**src/dcc_pkg.sv**
```systemverilog
// package: register map, field layout, reset values and modes of the comparator control
`default_nettype none

package dcc_pkg;

	// ----------------------------------------------------------------
	// register indices (byte address is four times the index)
	// ----------------------------------------------------------------
	localparam logic [7:0] IDX_PORT_DATA   = 8'h05;
	localparam logic [7:0] IDX_INT_CTRL    = 8'h0b;
	localparam logic [7:0] IDX_PERIPH_FLAG = 8'h0c;
	localparam logic [7:0] IDX_CMP_CONFIG  = 8'h1f;
	localparam logic [7:0] IDX_PORT_DIR    = 8'h85;
	localparam logic [7:0] IDX_PERIPH_EN   = 8'h8c;

	// ----------------------------------------------------------------
	// field positions
	// ----------------------------------------------------------------
	localparam int BIT_GLOBAL_IRQ_EN = 7;
	localparam int BIT_PERIPH_IRQ_EN = 6;
	localparam int BIT_CMP_IRQ_FLAG  = 6;
	localparam int BIT_CMP_IRQ_EN    = 6;
	localparam int BIT_SECOND_INV    = 5;
	localparam int BIT_FIRST_INV     = 4;
	localparam int BIT_INPUT_SWITCH  = 3;
	localparam int BIT_FIRST_PIN     = 3;
	localparam int BIT_SECOND_PIN    = 4;

	// implemented bits of the flag and enable registers
	localparam logic [7:0] PERIPH_MASK = 8'hf7;

	// ----------------------------------------------------------------
	// reset values
	// ----------------------------------------------------------------
	localparam logic [7:0] RST_INT_CTRL    = 8'h00;
	localparam logic [7:0] RST_PERIPH_FLAG = 8'h00;
	localparam logic [5:0] RST_CMP_CONFIG  = 6'h00;
	localparam logic [7:0] RST_PORT_DIR    = 8'hff;
	localparam logic [7:0] RST_PERIPH_EN   = 8'h00;
	localparam logic [7:0] RST_PORT_LATCH  = 8'h00;

	// ----------------------------------------------------------------
	// comparator modes
	// ----------------------------------------------------------------
	localparam logic [2:0] MODE_RESET   = 3'h0;
	localparam logic [2:0] MODE_ROUTE_A = 3'h1;
	localparam logic [2:0] MODE_VREF    = 3'h2;
	localparam logic [2:0] MODE_ROUTE_B = 3'h6;
	localparam logic [2:0] MODE_OFF     = 3'h7;

	// analog pins of port a while comparators are in use
	localparam logic [7:0] ANALOG_PINS = 8'h0f;

	// ----------------------------------------------------------------
	// bus state and register state
	// ----------------------------------------------------------------
	typedef enum logic [1:0] {
		DCC_BUS_IDLE = 2'b01,
		DCC_BUS_ACK  = 2'b10
	} dcc_bus_e;

	typedef struct packed {
		dcc_bus_e   bus;
		logic [7:0] rdata;
		logic [7:0] int_ctrl;
		logic [7:0] periph_flag;
		logic [7:0] periph_en;
		logic [7:0] port_dir;
		logic [5:0] cmp_cfg;
		logic [7:0] port_latch;
		logic [1:0] result_copy;
		logic       irq;
		logic       wake;
		logic       cmp_power;
		logic       vref_pos;
		logic       input_switch;
		logic [7:0] pin_oe;
	} dcc_state_s;

endpackage : dcc_pkg

`default_nettype wire

```
**src/dcc_top.sv**
```systemverilog
// dual comparator control: mode, routing, result bits, change flag and bus slave
//
// Register access over Wishbone was left to the implementer.
`default_nettype none

// Summary of operation
// - result is high when positive input exceeds negative input, else low
// - mode 010 puts the internal reference on both positive inputs
// - result bits in config bits 7:6 are read-only; writes ignored
// - modes 110 and 001 route unsynchronised results to the two pins
// - port direction bits still enable the routed comparator pins
// - port data read returns zero for every analog input pin
// - flag bit 6 of peripheral flags sets when either result changes
// - flag clears only by writing zero; writing one sets it
// - request needs flag, comparator, peripheral and global enables all set
// - change during a config read still sets the flag
// - any config access copies current results, ending the mismatch
// - while copy differs from results, the flag keeps being set
// - active comparators run in sleep; enabled flag wakes the device
// - mode 111 switches both comparators off
// - waking from sleep leaves the config register unchanged
// - reset clears config to zero: reset mode, all shared pins analog
// - comparators stay powered down while reset is asserted
// - each comparator has an invert bit inverting its reported result

module dcc_top (
	input  wire logic        clk_sys,
	input  wire logic        rst_n,
	input  wire logic        wb_cyc,
	input  wire logic        wb_stb,
	input  wire logic        wb_we,
	input  wire logic [9:0]  wb_adr,
	input  wire logic [3:0]  wb_sel,
	input  wire logic [31:0] wb_dat_w,
	output logic      [31:0] wb_dat_r,
	output logic             wb_ack,
	input  wire logic [1:0]  cmp_raw,
	input  wire logic [7:0]  pin_in,
	output logic      [7:0]  pin_out,
	output logic      [7:0]  pin_oe,
	output logic             cmp_power_en,
	output logic             vref_to_pos,
	output logic             input_switch_bit,
	output logic      [1:0]  invert_bits,
	output logic             irq_req,
	output logic             wake_req
);

	// ----------------------------------------------------------------
	// reset release
	// ----------------------------------------------------------------
	logic [1:0] rst_q_r;
	logic       rst_sync_n;

	// asserts at once, releases two edges later
	always_ff @(posedge clk_sys or negedge rst_n) begin
		if (!rst_n) begin
			rst_q_r <= 2'h0;
		end else begin
			rst_q_r <= {rst_q_r[0], 1'b1};
		end
	end

	assign rst_sync_n = rst_q_r[1];

	// ----------------------------------------------------------------
	// input synchronisers
	// ----------------------------------------------------------------
	logic [1:0] cmp_sync;
	logic [7:0] pin_sync;

	// raw comparator levels into the clock domain
	dcc_sync #(
		.WIDTH (2)
	) u_cmp_sync (
		.clk_sys    (clk_sys),
		.rst_sync_n (rst_sync_n),
		.async_in   (cmp_raw),
		.sync_out   (cmp_sync)
	);

	// port pins for data reads
	dcc_sync #(
		.WIDTH (8)
	) u_pin_sync (
		.clk_sys    (clk_sys),
		.rst_sync_n (rst_sync_n),
		.async_in   (pin_in),
		.sync_out   (pin_sync)
	);

	// ----------------------------------------------------------------
	// state
	// ----------------------------------------------------------------
	dcc_pkg::dcc_state_s st_r;
	dcc_pkg::dcc_state_s st_nxt;

	logic [7:0] idx;
	logic       req;
	logic       wr;
	logic [7:0] wdat;
	logic [2:0] mode_nxt;
	logic [1:0] invert;
	logic [1:0] live;
	logic       mismatch;
	logic [7:0] analog;
	logic [7:0] rd_val;

	// pins of port a that read as analog in the given mode
	function automatic logic [7:0] dcc_analog_pins(input logic [2:0] mode);
		logic [7:0] mask;
		mask = dcc_pkg::ANALOG_PINS;
		if (mode == dcc_pkg::MODE_OFF) begin
			mask = 8'h00;
		end
		return mask;
	endfunction : dcc_analog_pins

	// ----------------------------------------------------------------
	// next state
	// ----------------------------------------------------------------

	// bus decode, register writes, flag and derived outputs
	always_comb begin
		st_nxt = st_r;
		idx    = wb_adr[9:2];
		wdat   = wb_dat_w[7:0];
		req    = wb_cyc && wb_stb && (st_r.bus == dcc_pkg::DCC_BUS_IDLE);
		wr     = req && wb_we && wb_sel[0];

		// results as seen by software, with inversion applied
		invert = {st_r.cmp_cfg[dcc_pkg::BIT_SECOND_INV],
			st_r.cmp_cfg[dcc_pkg::BIT_FIRST_INV]};
		live     = cmp_sync ^ invert;
		mismatch = (live != st_r.result_copy);

		// analog pins read as zero
		analog = dcc_analog_pins(st_r.cmp_cfg[2:0]);
		rd_val = 8'h00;

		// classic single-cycle handshake: ack one cycle, then idle
		unique case (st_r.bus)
			dcc_pkg::DCC_BUS_IDLE: begin
				if (req) begin
					st_nxt.bus = dcc_pkg::DCC_BUS_ACK;
				end
			end
			dcc_pkg::DCC_BUS_ACK: begin
				st_nxt.bus   = dcc_pkg::DCC_BUS_IDLE;
				st_nxt.rdata = 8'h00; // read data stands only with ack
			end
			default: begin
				st_nxt.bus = dcc_pkg::DCC_BUS_IDLE;
			end
		endcase

		// read multiplexer, unmapped reads give zero
		unique case (idx)
			dcc_pkg::IDX_PORT_DATA: begin
				rd_val = pin_sync & ~analog;
			end
			dcc_pkg::IDX_INT_CTRL: begin
				rd_val = st_r.int_ctrl;
			end
			dcc_pkg::IDX_PERIPH_FLAG: begin
				rd_val = st_r.periph_flag;
			end
			dcc_pkg::IDX_CMP_CONFIG: begin
				rd_val = {live, st_r.cmp_cfg};
			end
			dcc_pkg::IDX_PORT_DIR: begin
				rd_val = st_r.port_dir;
			end
			dcc_pkg::IDX_PERIPH_EN: begin
				rd_val = st_r.periph_en;
			end
			default: begin
				rd_val = 8'h00;
			end
		endcase
		if (req) begin
			st_nxt.rdata = wb_we ? 8'h00 : rd_val;
		end

		// register writes, taken with the request
		if (wr) begin
			unique case (idx)
				dcc_pkg::IDX_PORT_DATA: begin
					st_nxt.port_latch = wdat;
				end
				dcc_pkg::IDX_INT_CTRL: begin
					st_nxt.int_ctrl = wdat;
				end
				dcc_pkg::IDX_PERIPH_FLAG: begin
					// zero clears, one sets
					st_nxt.periph_flag = wdat & dcc_pkg::PERIPH_MASK;
				end
				dcc_pkg::IDX_CMP_CONFIG: begin
					// result bits 7:6 are not stored
					st_nxt.cmp_cfg = wdat[5:0];
				end
				dcc_pkg::IDX_PORT_DIR: begin
					st_nxt.port_dir = wdat;
				end
				dcc_pkg::IDX_PERIPH_EN: begin
					st_nxt.periph_en = wdat & dcc_pkg::PERIPH_MASK;
				end
				default: begin
					st_nxt.rdata = 8'h00;
				end
			endcase
		end

		// any access to config takes a fresh copy of the results;
		// a change landing on that edge still sets the flag from the old copy
		if (req && (idx == dcc_pkg::IDX_CMP_CONFIG)) begin
			st_nxt.result_copy = live;
		end

		// mismatch keeps setting the flag, winning over a clear
		if (mismatch) begin
			st_nxt.periph_flag[dcc_pkg::BIT_CMP_IRQ_FLAG] = 1'b1;
		end

		// request needs all three enables; flag is set regardless
		st_nxt.irq = st_nxt.periph_flag[dcc_pkg::BIT_CMP_IRQ_FLAG]
			&& st_nxt.periph_en[dcc_pkg::BIT_CMP_IRQ_EN]
			&& st_nxt.int_ctrl[dcc_pkg::BIT_PERIPH_IRQ_EN]
			&& st_nxt.int_ctrl[dcc_pkg::BIT_GLOBAL_IRQ_EN];

		// wake from sleep only needs the comparator enable
		st_nxt.wake = st_nxt.periph_flag[dcc_pkg::BIT_CMP_IRQ_FLAG]
			&& st_nxt.periph_en[dcc_pkg::BIT_CMP_IRQ_EN];

		// comparator power follows mode, independent of sleep
		mode_nxt = st_nxt.cmp_cfg[2:0];
		st_nxt.cmp_power = (mode_nxt != dcc_pkg::MODE_OFF);

		// internal reference onto both positive inputs
		st_nxt.vref_pos = (mode_nxt == dcc_pkg::MODE_VREF);

		// input switch copied out for the analog muxes
		st_nxt.input_switch = st_nxt.cmp_cfg[dcc_pkg::BIT_INPUT_SWITCH];

		// direction bit low means pin driven, also when routed
		st_nxt.pin_oe = ~st_nxt.port_dir;
	end

	// ----------------------------------------------------------------
	// state register
	// ----------------------------------------------------------------

	// reset holds config at zero and the comparators powered down;
	// there is no sleep input, so sleep and wake never touch state
	always_ff @(posedge clk_sys or negedge rst_sync_n) begin
		if (!rst_sync_n) begin
			st_r.bus          <= dcc_pkg::DCC_BUS_IDLE;
			st_r.rdata        <= 8'h00;
			st_r.int_ctrl     <= dcc_pkg::RST_INT_CTRL;
			st_r.periph_flag  <= dcc_pkg::RST_PERIPH_FLAG;
			st_r.periph_en    <= dcc_pkg::RST_PERIPH_EN;
			st_r.port_dir     <= dcc_pkg::RST_PORT_DIR;
			st_r.cmp_cfg      <= dcc_pkg::RST_CMP_CONFIG;
			st_r.port_latch   <= dcc_pkg::RST_PORT_LATCH;
			st_r.result_copy  <= 2'h0;
			st_r.irq          <= 1'b0;
			st_r.wake         <= 1'b0;
			st_r.cmp_power    <= 1'b0;
			st_r.vref_pos     <= 1'b0;
			st_r.input_switch <= 1'b0;
			st_r.pin_oe       <= 8'h00;
		end else begin
			st_r <= st_nxt;
		end
	end

	// ----------------------------------------------------------------
	// outputs
	// ----------------------------------------------------------------
	logic route;
	logic first_drive;
	logic second_drive;

	// bus answer from the state register
	assign wb_ack   = st_r.bus[1];
	assign wb_dat_r = {24'h000000, st_r.rdata};

	// control levels towards the analog side
	assign cmp_power_en     = st_r.cmp_power;
	assign vref_to_pos      = st_r.vref_pos;
	assign input_switch_bit = st_r.input_switch;
	assign invert_bits      = {st_r.cmp_cfg[dcc_pkg::BIT_SECOND_INV],
		st_r.cmp_cfg[dcc_pkg::BIT_FIRST_INV]};
	assign irq_req          = st_r.irq;
	assign wake_req         = st_r.wake;
	assign pin_oe           = st_r.pin_oe;

	// routed pins carry the raw result, deliberately not synchronised
	assign route = (st_r.cmp_cfg[2:0] == dcc_pkg::MODE_ROUTE_A)
		|| (st_r.cmp_cfg[2:0] == dcc_pkg::MODE_ROUTE_B);
	assign first_drive  = cmp_raw[0] ^ st_r.cmp_cfg[dcc_pkg::BIT_FIRST_INV];
	assign second_drive = cmp_raw[1] ^ st_r.cmp_cfg[dcc_pkg::BIT_SECOND_INV];

	// pin data: port latch, with the two comparator pins swapped in while routed
	always_comb begin
		pin_out = st_r.port_latch;
		if (route) begin
			pin_out[dcc_pkg::BIT_FIRST_PIN]  = first_drive;
			pin_out[dcc_pkg::BIT_SECOND_PIN] = second_drive;
		end
	end

endmodule : dcc_top

`default_nettype wire

```
**src/dcc_sync.sv**
```systemverilog
// two flip-flop synchroniser for asynchronous levels
`default_nettype none

module dcc_sync #(
	parameter int WIDTH = 1
) (
	input  wire logic             clk_sys,
	input  wire logic             rst_sync_n,
	input  wire logic [WIDTH-1:0] async_in,
	output logic      [WIDTH-1:0] sync_out
);

	logic [WIDTH-1:0] meta_r;
	logic [WIDTH-1:0] sync_r;

	// first stage feeds only the second stage
	always_ff @(posedge clk_sys or negedge rst_sync_n) begin
		if (!rst_sync_n) begin
			meta_r <= '0;
			sync_r <= '0;
		end else begin
			meta_r <= async_in;
			sync_r <= meta_r;
		end
	end

	assign sync_out = sync_r;

endmodule : dcc_sync

`default_nettype wire

```
**config.mk**
```make
export PLATFORM = sky130hd
export DESIGN_NAME = dcc_top
export DESIGN_NICKNAME = d
export VERILOG_FILES = /design/src/dcc_pkg.sv /design/src/dcc_top.sv /design/src/dcc_sync.sv
export SDC_FILE = /design/constraint.sdc
export NUM_CORES = 1
export LEC_CHECK = 0
export BUFFER_PORTS_ARGS = -buffer_cell sky130_fd_sc_hd__buf_2
export CELL_PAD_IN_SITES_DETAIL_PLACEMENT = 1
export CELL_PAD_IN_SITES_GLOBAL_PLACEMENT = 1
export CORE_ASPECT_RATIO = 0.9
export CORE_MARGIN = 2
export CORE_UTILIZATION = 41
export CTS_CLUSTER_DIAMETER = 30
export DETAILED_ROUTE_END_ITERATION = 6
export PLACE_DENSITY = 0.77
export SLEW_MARGIN = 10
export SYNTH_ARGS = -nofsm -noshare
export SYNTH_HDL_FRONTEND = slang
export SYNTH_SLANG_ARGS = --single-unit
```
**constraint.sdc**
```tcl
create_clock -name clk_sys -period 3.7 [get_ports clk_sys]
set_clock_uncertainty 0.15 [all_clocks]
set_input_delay 0.37 -clock clk_sys [delete_from_list [all_inputs] [get_ports clk_sys]]
set_output_delay 0.37 -clock clk_sys [all_outputs]
set_load 0.005 [all_outputs]
```
Yosys cells after proc, flatten, opt, wreduce, memory -nomap -nowiden
Cells that the tools add are included.
{ "word_totals": {"reg_bits": 91, "input_bits": 61, "output_inout_bits": 56, "wordCells": 77} }
{ "op_classes": {"eq_ne": 15, "mux": 17, "n_bitwise": 6, "reduce_logical": 15} }
{ "op_table": {"columns": ["operator", "count"], "rows": [
  ["two-way mux 8 bit", 9],
  ["two-way mux 54 bit", 1],
  ["case mux 8 bit (6 select lines)", 1],
  ["== test 8 x 4 -> 1 bit, second input constant", 2],
  ["== test 8 bit, second input constant", 2],
  ["NOT 8 bit", 2],
  ["AND reduction 2 bit", 5],
  ["AND 8 bit", 1],
  ["== test 8 x 3 -> 1 bit, second input constant", 1],
  ["== test 8 x 5 -> 1 bit, second input constant", 1],
  ["logical AND 1 bit", 8],
  ["== test 3 bit, second input constant", 2],
  ["two-way mux 2 bit", 3],
  ["two-way mux 6 bit", 1],
  ["OR reduction 6 bit", 1],
  ["two-way mux 4 bit", 1],
  ["== test 3 x 1 -> 1 bit, second input constant", 1],
  ["== test 3 x 2 -> 1 bit, second input constant", 1],
  ["inequality test 3 bit, second input constant", 1],
  ["== test 2 x 1 -> 1 bit, second input constant", 1],
  ["== test 2 bit, second input constant", 1],
  ["inequality test 2 bit", 1],
  ["inequality test 2 bit, second input constant", 1],
  ["XOR 1 bit", 2],
  ["3 further kinds", 3]
]} }

Logic depth before layout (Yosys ltp)
Gate-level depths: netlist (run 1).
{ "logic_depth": {"depth_word": 13, "depth_mapped": 7, "depth_no_buf": 6} }

By module
A second synthesis (run 1) with hierarchy kept.
{ "hier_totals": {"cells_unflattened": 341, "area_unflattened_um2": 4236.6} }
{ "by_module_without_submodules": {"columns": ["module", "instances", "cells_each", "area_per_inst_um2"], "rows": [
  ["dcc_top", 1, 321, 3736.1],
  ["dcc_sync (u_pin_sync)", 1, 16, 400.4],
  ["dcc_sync (u_cmp_sync)", 1, 4, 100.1]
]} }

Worst setup path after synthesis (run 1)
No wires, ideal clock.
{ "synth_timing": {"path_type": "input port to flip-flop", "startpoint": "input wb_adr[9]", "endpoint": "register st_r (netlist bit irq_req)", "setup_time_ns": 0.119, "arrival_ns": 2.198, "t_required_ns": 3.431, "path_slack_ns": 1.233, "cell_stages": 7, "cell_sequence": "buf_6 or4b_4 or4_4 buf_6 mux2_4 a21boi_2 and2_1"} }
{ "synth_lines": {"columns": ["element", "line", "rtl"], "rows": [
  ["start, declared", "dcc_top.sv:32", "input wire logic [9:0] wb_adr,"],
  ["end signal, assigned", "dcc_top.sv:273", "st_r <= st_nxt;"],
  ["end, declared", "dcc_top.sv:95", "dcc_pkg::dcc_state_s st_r;"]
]} }

==> results of run 1 <==
-- cells in the final DEF (no fill, tap or decap), types with 2 or more instances in the layout --
cell type      count
nand4b_1           2
mux2i_1            8
a221oi_1           4
o32ai_1            2
nand3_1            2
nor4_4             3
nand2_1           11
and2_1             3
nor2_1            13
nand4_1            2
nor2b_1            2
nor3b_1            3
xor2_1             4
and3_1             2
and3b_1            2
o21ai_0            7
inv_1             10
mux2_2            43
dlygate4sd3_1     11
dfrtp_1           80
buf_2             63
conb_1            25
nor3_1             3
nand4bb_1          2
a22o_1             3
nand2b_1           2
clkbuf_8          11
dfstp_2            9
a32oi_1            2
clkinv_2           2
xnor2_1            2
a22oi_1           12
a21oi_1            5
-- critical path, stage by stage (launching register included) --
cell and delay [ns]:
dfstp_2 0.54, nand4b_2 0.30, or4_4 0.74, mux2_4 0.34, a21boi_2 0.17, and2_1 0.15
-- power breakdown --
part	internal, mW	switching, mW
logic	0.0361	0.0524
registers	1.00	0.0245
clock network	0.282	0.345
-- cells in the mapped netlist, drive strengths merged, types with 3 or more instances --
| library cell | number |
|---|---|
| buf | 51 |
| nor4 | 4 |
| a221oi | 4 |
| and2 | 3 |
| nor2 | 13 |
| nor3b | 3 |
| inv | 10 |
| a21oi | 5 |
| nand2 | 11 |
| a22oi | 12 |
| nand4b | 3 |
| xor2 | 4 |
| o21ai | 7 |
| clkbuf | 4 |
| nor3 | 3 |
| mux2 | 44 |
| dfstp | 9 |
| mux2i | 8 |
| a22o | 3 |
| dfrtp | 81 |
-- final cells by class --
cell class | count | area, µm² | share of cell area
Tap cell | 126 | 158 | 0.0350
Sequential cell | 90 | 2270 | 0.503
Inverter | 10 | 37.5 | 0.00833
Multi-Input combinational cell | 185 | 1440 | 0.319
Clock inverter | 4 | 26.3 | 0.00583
Clock buffer | 12 | 155 | 0.0344
Timing Repair Buffer | 74 | 425 | 0.0944
-- metal layers --
layer | track usage | share of wire
met1 | 0.244 | 0.45
met2 | 0.285 | 0.49
met3 | 0.0320 | 0.046
met4 | 0.0651 | 0.017
met5 | 0 | 0
-- sequential cells by signal (all words and copies together), names as in the netlist --
signal,flops
st_r,39
pin_oe,8
u_pin_sync.meta_r,8
u_pin_sync.sync_out,8
wb_dat_r,8
pin_out,6
invert_bits,2
rst_q_r,2
u_cmp_sync.meta_r,2
u_cmp_sync.sync_out,2
cmp_power_en,1
irq_req,1
vref_to_pos,1
wake_req,1
wb_ack,1
-- worst min-delay path by stage --
stage               slack, ns   startpoint              endpoint
floorplan               -0.08        rst_n  rst_q_r[0]$_DFF_PN0_
global placement        0.005        rst_n  rst_q_r[0]$_DFF_PN0_
detailed placement      0.006        rst_n  rst_q_r[0]$_DFF_PN0_
CTS                      0.13  wb_dat_w[3]   pin_oe[3]$_DFF_PN0_
global route             0.15        rst_n  rst_q_r[1]$_DFF_PN0_
finish                   0.14  wb_dat_w[3]   pin_oe[3]$_DFF_PN0_
-- timing repair --
item,4_1_cts,5_1_grt
hold endpoints to repair,12,0
buffers inserted,0,0
hold buffers,11,0
-- metrics by stage --
stage / util / hold WS [ns] / power [mW] / std cells
after floorplan: - / -0.0756 / 1.10 / 340
after global placement: 0.437 / 0.00474 / 1.12 / 474
after detailed placement: 0.437 / 0.00606 / 1.13 / 474
after CTS: 0.467 / 0.130 / 1.76 / 501
after global routing: 0.467 / 0.148 / 1.81 / 501
final: 0.467 / 0.145 / 1.74 / 501
-- logic make-up after synthesis --
family,share of synthesized area
xor gates and xnor gates,0.0130
buffers and inverters,0.109
other,0.00185
DFF,0.558
and+or+nand+nor,0.102
AOI/OAI and AO/OA,0.0734
muxes,0.143
==> impl_metrics.csv, run 1 <==
group,metric,value,unit
power_and_ir_drop,cellLeakagePower,2.16,nW
sta,finalCritPeriodShare,0.677,
grt,grtUsageTotal,0.179,
die,coreArea,0.00966,mm²
yosys,ys.flop_type,"dfrtp_1",
sta,rsz0062_at_grt,"false",
yosys,synth_area_per_cell,12.8,µm²
hold_path,hold_class,"input port to flip-flop",
yosys,yosysTopAreaCellShare,0.500,
critical_path,end_kind,"flip-flop",
yosys,yosys_warnings,0,
critical_path,critPathMaxFanout,8,
critical_path,critPathRequiredTime,3.80,ns
critical_path,regToRegStartpoint,"st_r[69]$_DFFE_PN1P_",
route,drc,0,
sta,period_minus_slack,2.51,ns
cts,clkSinkCount,90,
layout,drive_above_1_share,0.376,
critical_path,rr_endpoint,"irq_req$_DFF_PN0_",
route,first_iter_violations,91,
power_and_ir_drop,ir_drop,0.191,mV
cts,cts_made_buffers,9,
sta,layout_setup_ws,1.19,ns
route,firstDrtPassIters,4,
cts,cts_root_buffer,"clkbuf_8",
hold_path,hold_depth,2,
outcome,status,"completed",
yosys,syn-cell-area,0.00406,mm²
route,wl_per_cell,17.5,µm
yosys,synth-async-reset-ratio,1.00,
route,drt_wl_total,8.79,mm
sta,slew-limit-headroom,0.265,
power_and_ir_drop,power_density,386,mW/mm²
critical_path,r2r_cells,5,
place,gp_congestion,0.866,
critical_path,critPathLaunch,"st_r[69]$_DFFE_PN1P_",
critical_path,critical_path_class,"flip-flop to flip-flop",
place,io_buffers,63,
cts,cts.path.max_buffers,2,
yosys,ys_ff_latch,90,
yosys,yosysUniqueCellTypes,49,
place,placed_area,0.00422,mm²
yosys,synth_edf_count,0,
cts,cts_tree,"yes",
sta,hold_viol,0,
yosys,ys_seq_area_frac,0.558,
grt,gr-total-overflow,0,
grt,antenna_found_initial,0,
cts,cts_max_level,3,
route,via_count,2508,
die,io_pins,117,
layout,diodes,0,
route,viasPerCell,5.01,
route,postRouteAntennaNets,0,
die,die_height,98.3,µm
critical_path,crit_end,"irq_req$_DFF_PN0_",
critical_path,reg2reg_setup_slack,1.19,ns
cts,path_clk_slew,0.09,ns
layout,areaGrowthSynthToFinish,11.1,%
critical_path,startpoint_type,"flip-flop",
layout,n_fill_cell,1051,
grt,grt_pass1_wl,14.4,mm
layout,final_area,0.00451,mm²
die,row_count,34,
sta,fmax,399,MHz
yosys,synth_cells,317,
run,max_cap_violations,0,
grt,grt_pass1_vias,2716,
die,dieArea,0.0107,mm²
sta,finalSetupTns,0,ns
layout,fin_nets,431,
sta,tightestPinTransition,1.10,ns
die,start_util,0.420,
cts,clock_latency,0.36,ns
sta,setup_violations,0,
cts,ctsResizeCount,0,
critical_path,arrival,2.61,ns
grt,grt_max_degree,89,
sta,maxSlewViolCount,0,
yosys,synthTopCellsByArea,"dfrtp_1, mux2_2, buf_4",
die,die_w,109,µm
yosys,yosysTopAreaCell,"dfrtp_1",
place,dp_slack,0.910,ns
place,dp_hpwl,6.25,mm
No activity file was read; power rests on OpenSTA's default activity.
==> inputs of run 2 (changes only) <==
ABC_AREA = 1   (was default)
CORE_UTILIZATION = 35   (was 41)
PLACE_DENSITY = 0.73   (was 0.77)
clock period = 2.2 ns   (was 3.7 ns; I/O delays follow)
==> impl_metrics.csv, run 2 <==
group,metric,value,unit
yosys,synth-async-reset-ratio,1.00,
cts,cts_made_buffers,9,
critical_path,r2r_cells,4,
yosys,synth_edf_count,0,
route,drc,0,
place,dp_hpwl,7.93,mm
yosys,yosys-top-cells-count,"nand2_1, dfrtp_1, nand3_1",
power_and_ir_drop,clkPwrFrac,0.466,
yosys,synth_compound_area_frac,0.0657,
route,viasPerCell,4.60,
sta,layout_setup_ws,0.130,ns
yosys,yosysUniqueCellTypes,27,
cts,clkSinkCount,90,
grt,grt_max_degree,36,
layout,largest_register_ffs,39,
layout,fin_nets,616,
critical_path,cp_slowest_stage_delay,0.41,ns
layout,drive_above_1_share,0.270,
cts,cts_tree,"yes",
grt,grtUsageTotal,0.174,
yosys,synthAdderAreaFrac,0,
sta,finalSetupTns,0,ns
critical_path,slowest_stage,"dfrtp_1",
power_and_ir_drop,p_int,2.79,mW
grt,grt_pass1_vias,3496,
die,die_height,110,µm
die,die_w,121,µm
critical_path,crit_end,"pin_out[4]",
route,wl_per_cell,14.9,µm
yosys,synth_cells,493,
yosys,ys_ff_latch,90,
layout,top_register,"st_r",
yosys,yosys_warnings,0,
route,via_count,3311,
place,io_buffers,63,
yosys,yosysMostFrequentCell,"nand2_1",
power_and_ir_drop,combPwrFrac,0.056,
power_and_ir_drop,power_density,705,mW/mm²
power_and_ir_drop,switching_share,0.222,
yosys,synthTopCellsByArea,"dfrtp_1, nand2_1, buf_4",
die,coreArea,0.0121,mm²
place,gp_congestion,0.835,
die,row_count,38,
critical_path,critPathRequiredTime,1.83,ns
cts,path_clk_slew,0.07,ns
power_and_ir_drop,power.switching,0.795,mW
route,firstDrtPassIters,4,
die,io_pins,117,
critical_path,crit_chain,"inv_1, nand2_1, o22ai_1, mux2_2, buf_2",
place,dp_slack,0.0593,ns
sta,maxSlewViolCount,0,
route,drt_wl_total,10.7,mm
yosys,synth_area_per_cell,8.81,µm²
critical_path,reg2reg_setup_slack,0.25,ns
layout,diodes,0,
sta,slew-limit-headroom,0.607,
yosys,muxShareOfSynthArea,0.00519,
route,postRouteAntennaNets,0,
critical_path,rr_endpoint,"st_r[13]$_DFFE_PN0P_",
sta,tightestPinTransition,0.585,ns
yosys,yosysTopAreaCellShare,0.467,
layout,multi_input_area,0.00152,mm²
critical_path,cp_top_family,"flip-flops",
critical_path,critPathMaxFanout,4,
yosys,synth_top_family_by_area,"simple AND/OR/NAND/NOR gates",
layout,n_fill_cell,1441,
outcome,status,"completed",
power_and_ir_drop,power_frac_seq,0.478,
sta,rsz0062_at_grt,"false",
critical_path,critical_path_class,"flip-flop to primary output",
power_and_ir_drop,cellLeakagePower,2.72,nW
yosys,synth_xor_area_frac,0.00403,
grt,gr-total-overflow,0,
sta,hold_viol,0,
cts,cts_max_level,3,
yosys,ys.flop_type,"dfrtp_1",
layout,final_cell_mix,"nand2_1, dfrtp_1, buf_2, nand3_1, inv_1",
die,dieArea,0.0133,mm²
layout,areaGrowthSynthToFinish,16.9,%
yosys,yosysTopAreaCell,"dfrtp_1",
cts,clock_latency,0.34,ns
critical_path,arrival,1.70,ns
yosys,ys_seq_area_frac,0.521,
critical_path,startpoint_type,"flip-flop",
sta,period_minus_slack,2.07,ns
grt,antenna_found_initial,0,
cts,cts.path.max_buffers,2,
cts,cts_root_buffer,"clkbuf_16",
critical_path,critPathLaunch,"st_r[25]$_DFF_PN0_",
power_and_ir_drop,ir_drop,0.360,mV
sta,setup_violations,0,
run,max_cap_violations,0,
critical_path,crit_buf_inv,2,
power_and_ir_drop,total_power,3.58,mW
die,start_util,0.360,
sta,fmax,483,MHz
yosys,syn-cell-area,0.00434,mm²
critical_path,regToRegStartpoint,"st_r[69]$_DFFE_PN1P_",
sta,finalCritPeriodShare,0.941,
yosys,synthSimpleGateAreaFrac,0.251,
layout,seq_area,0.00227,mm²
critical_path,end_kind,"primary output",
grt,grt_pass1_wl,17.6,mm
hold_path,hold_class,"input port to async pin",
route,first_iter_violations,123,
layout,mostFrequentLayoutCell,"nand2_1",
critical_path,worstSetupPathDepth,5,
[run 2: per-stage QoR]
stage	util	hold WS, ns	instance area (µm²)	instances
after floorplan	-	-0.226	4430	516
after global placement	0.379	-0.145	4570	687
after detailed placement	0.379	-0.138	4570	687
after CTS	0.419	0.0351	5060	720
after global routing	0.420	0.0463	5080	720
final	0.420	0.0435	5080	720
[run 2: cells by family after synthesis]
family,count (synthesis)
flip-flops,90
AO/OA/AOI/OAI,41
XOR/XNOR,2
buffers and inverters,116
AND/OR/NAND/NOR,240
other,2
multiplexers,2
[run 2: power groups by stage]
stage,combinational [mW],clock (mW),sequential [mW]
4_1_cts,0.202,1.70,1.71
6_report,0.200,1.67,1.71
3_3_place_gp,0.171,0,1.74
2_1_floorplan,0.116,0,1.75
3_5_place_dp,0.178,0,1.74
5_1_grt,0.228,1.76,1.72
[run 2: worst min-delay path by stage]
| stage | cells after the start | slack (ns) | endpoint |
|---|---|---|---|
| 2_1_floorplan | 0 | -0.23 | rst_q_r[0]$_DFF_PN0_ |
| 3_3_place_gp | 1 | -0.15 | rst_q_r[0]$_DFF_PN0_ |
| 6_report | 2 | 0.04 | rst_q_r[1]$_DFF_PN0_ |
| 4_1_cts | 2 | 0.04 | rst_q_r[1]$_DFF_PN0_ |
| 5_1_grt | 2 | 0.05 | rst_q_r[1]$_DFF_PN0_ |
| 3_5_place_dp | 1 | -0.14 | rst_q_r[0]$_DFF_PN0_ |
[run 2: cell type report]
| cell class | count | share of cell area |
|---|---|---|
| clock buffers | 12 | 0.0485 |
| clock inverters | 4 | 0.0148 |
| inverters | 56 | 0.0414 |
| multi-input cells | 310 | 0.299 |
| flip-flops and latches | 90 | 0.447 |
| well taps | 160 | 0.0394 |
| repair buffers | 88 | 0.110 |
[run 2: metal layers]
metal / vias up / part of all wire / global-route usage
li1: 1596 / - / -
met1: 1629 / 0.43 / 0.210
met2: 67 / 0.51 / 0.309
met3: 19 / 0.032 / 0.0265
met4: 0 / 0.027 / 0.0788
met5: - / 0 / 0
[run 2: timing repair]
action	4_1_cts	5_1_grt
hold endpoints to repair	22	0
hold buffers	17	0
setup endpoints to repair	0	16
buffers inserted	0	0
gates resized for setup	0	2
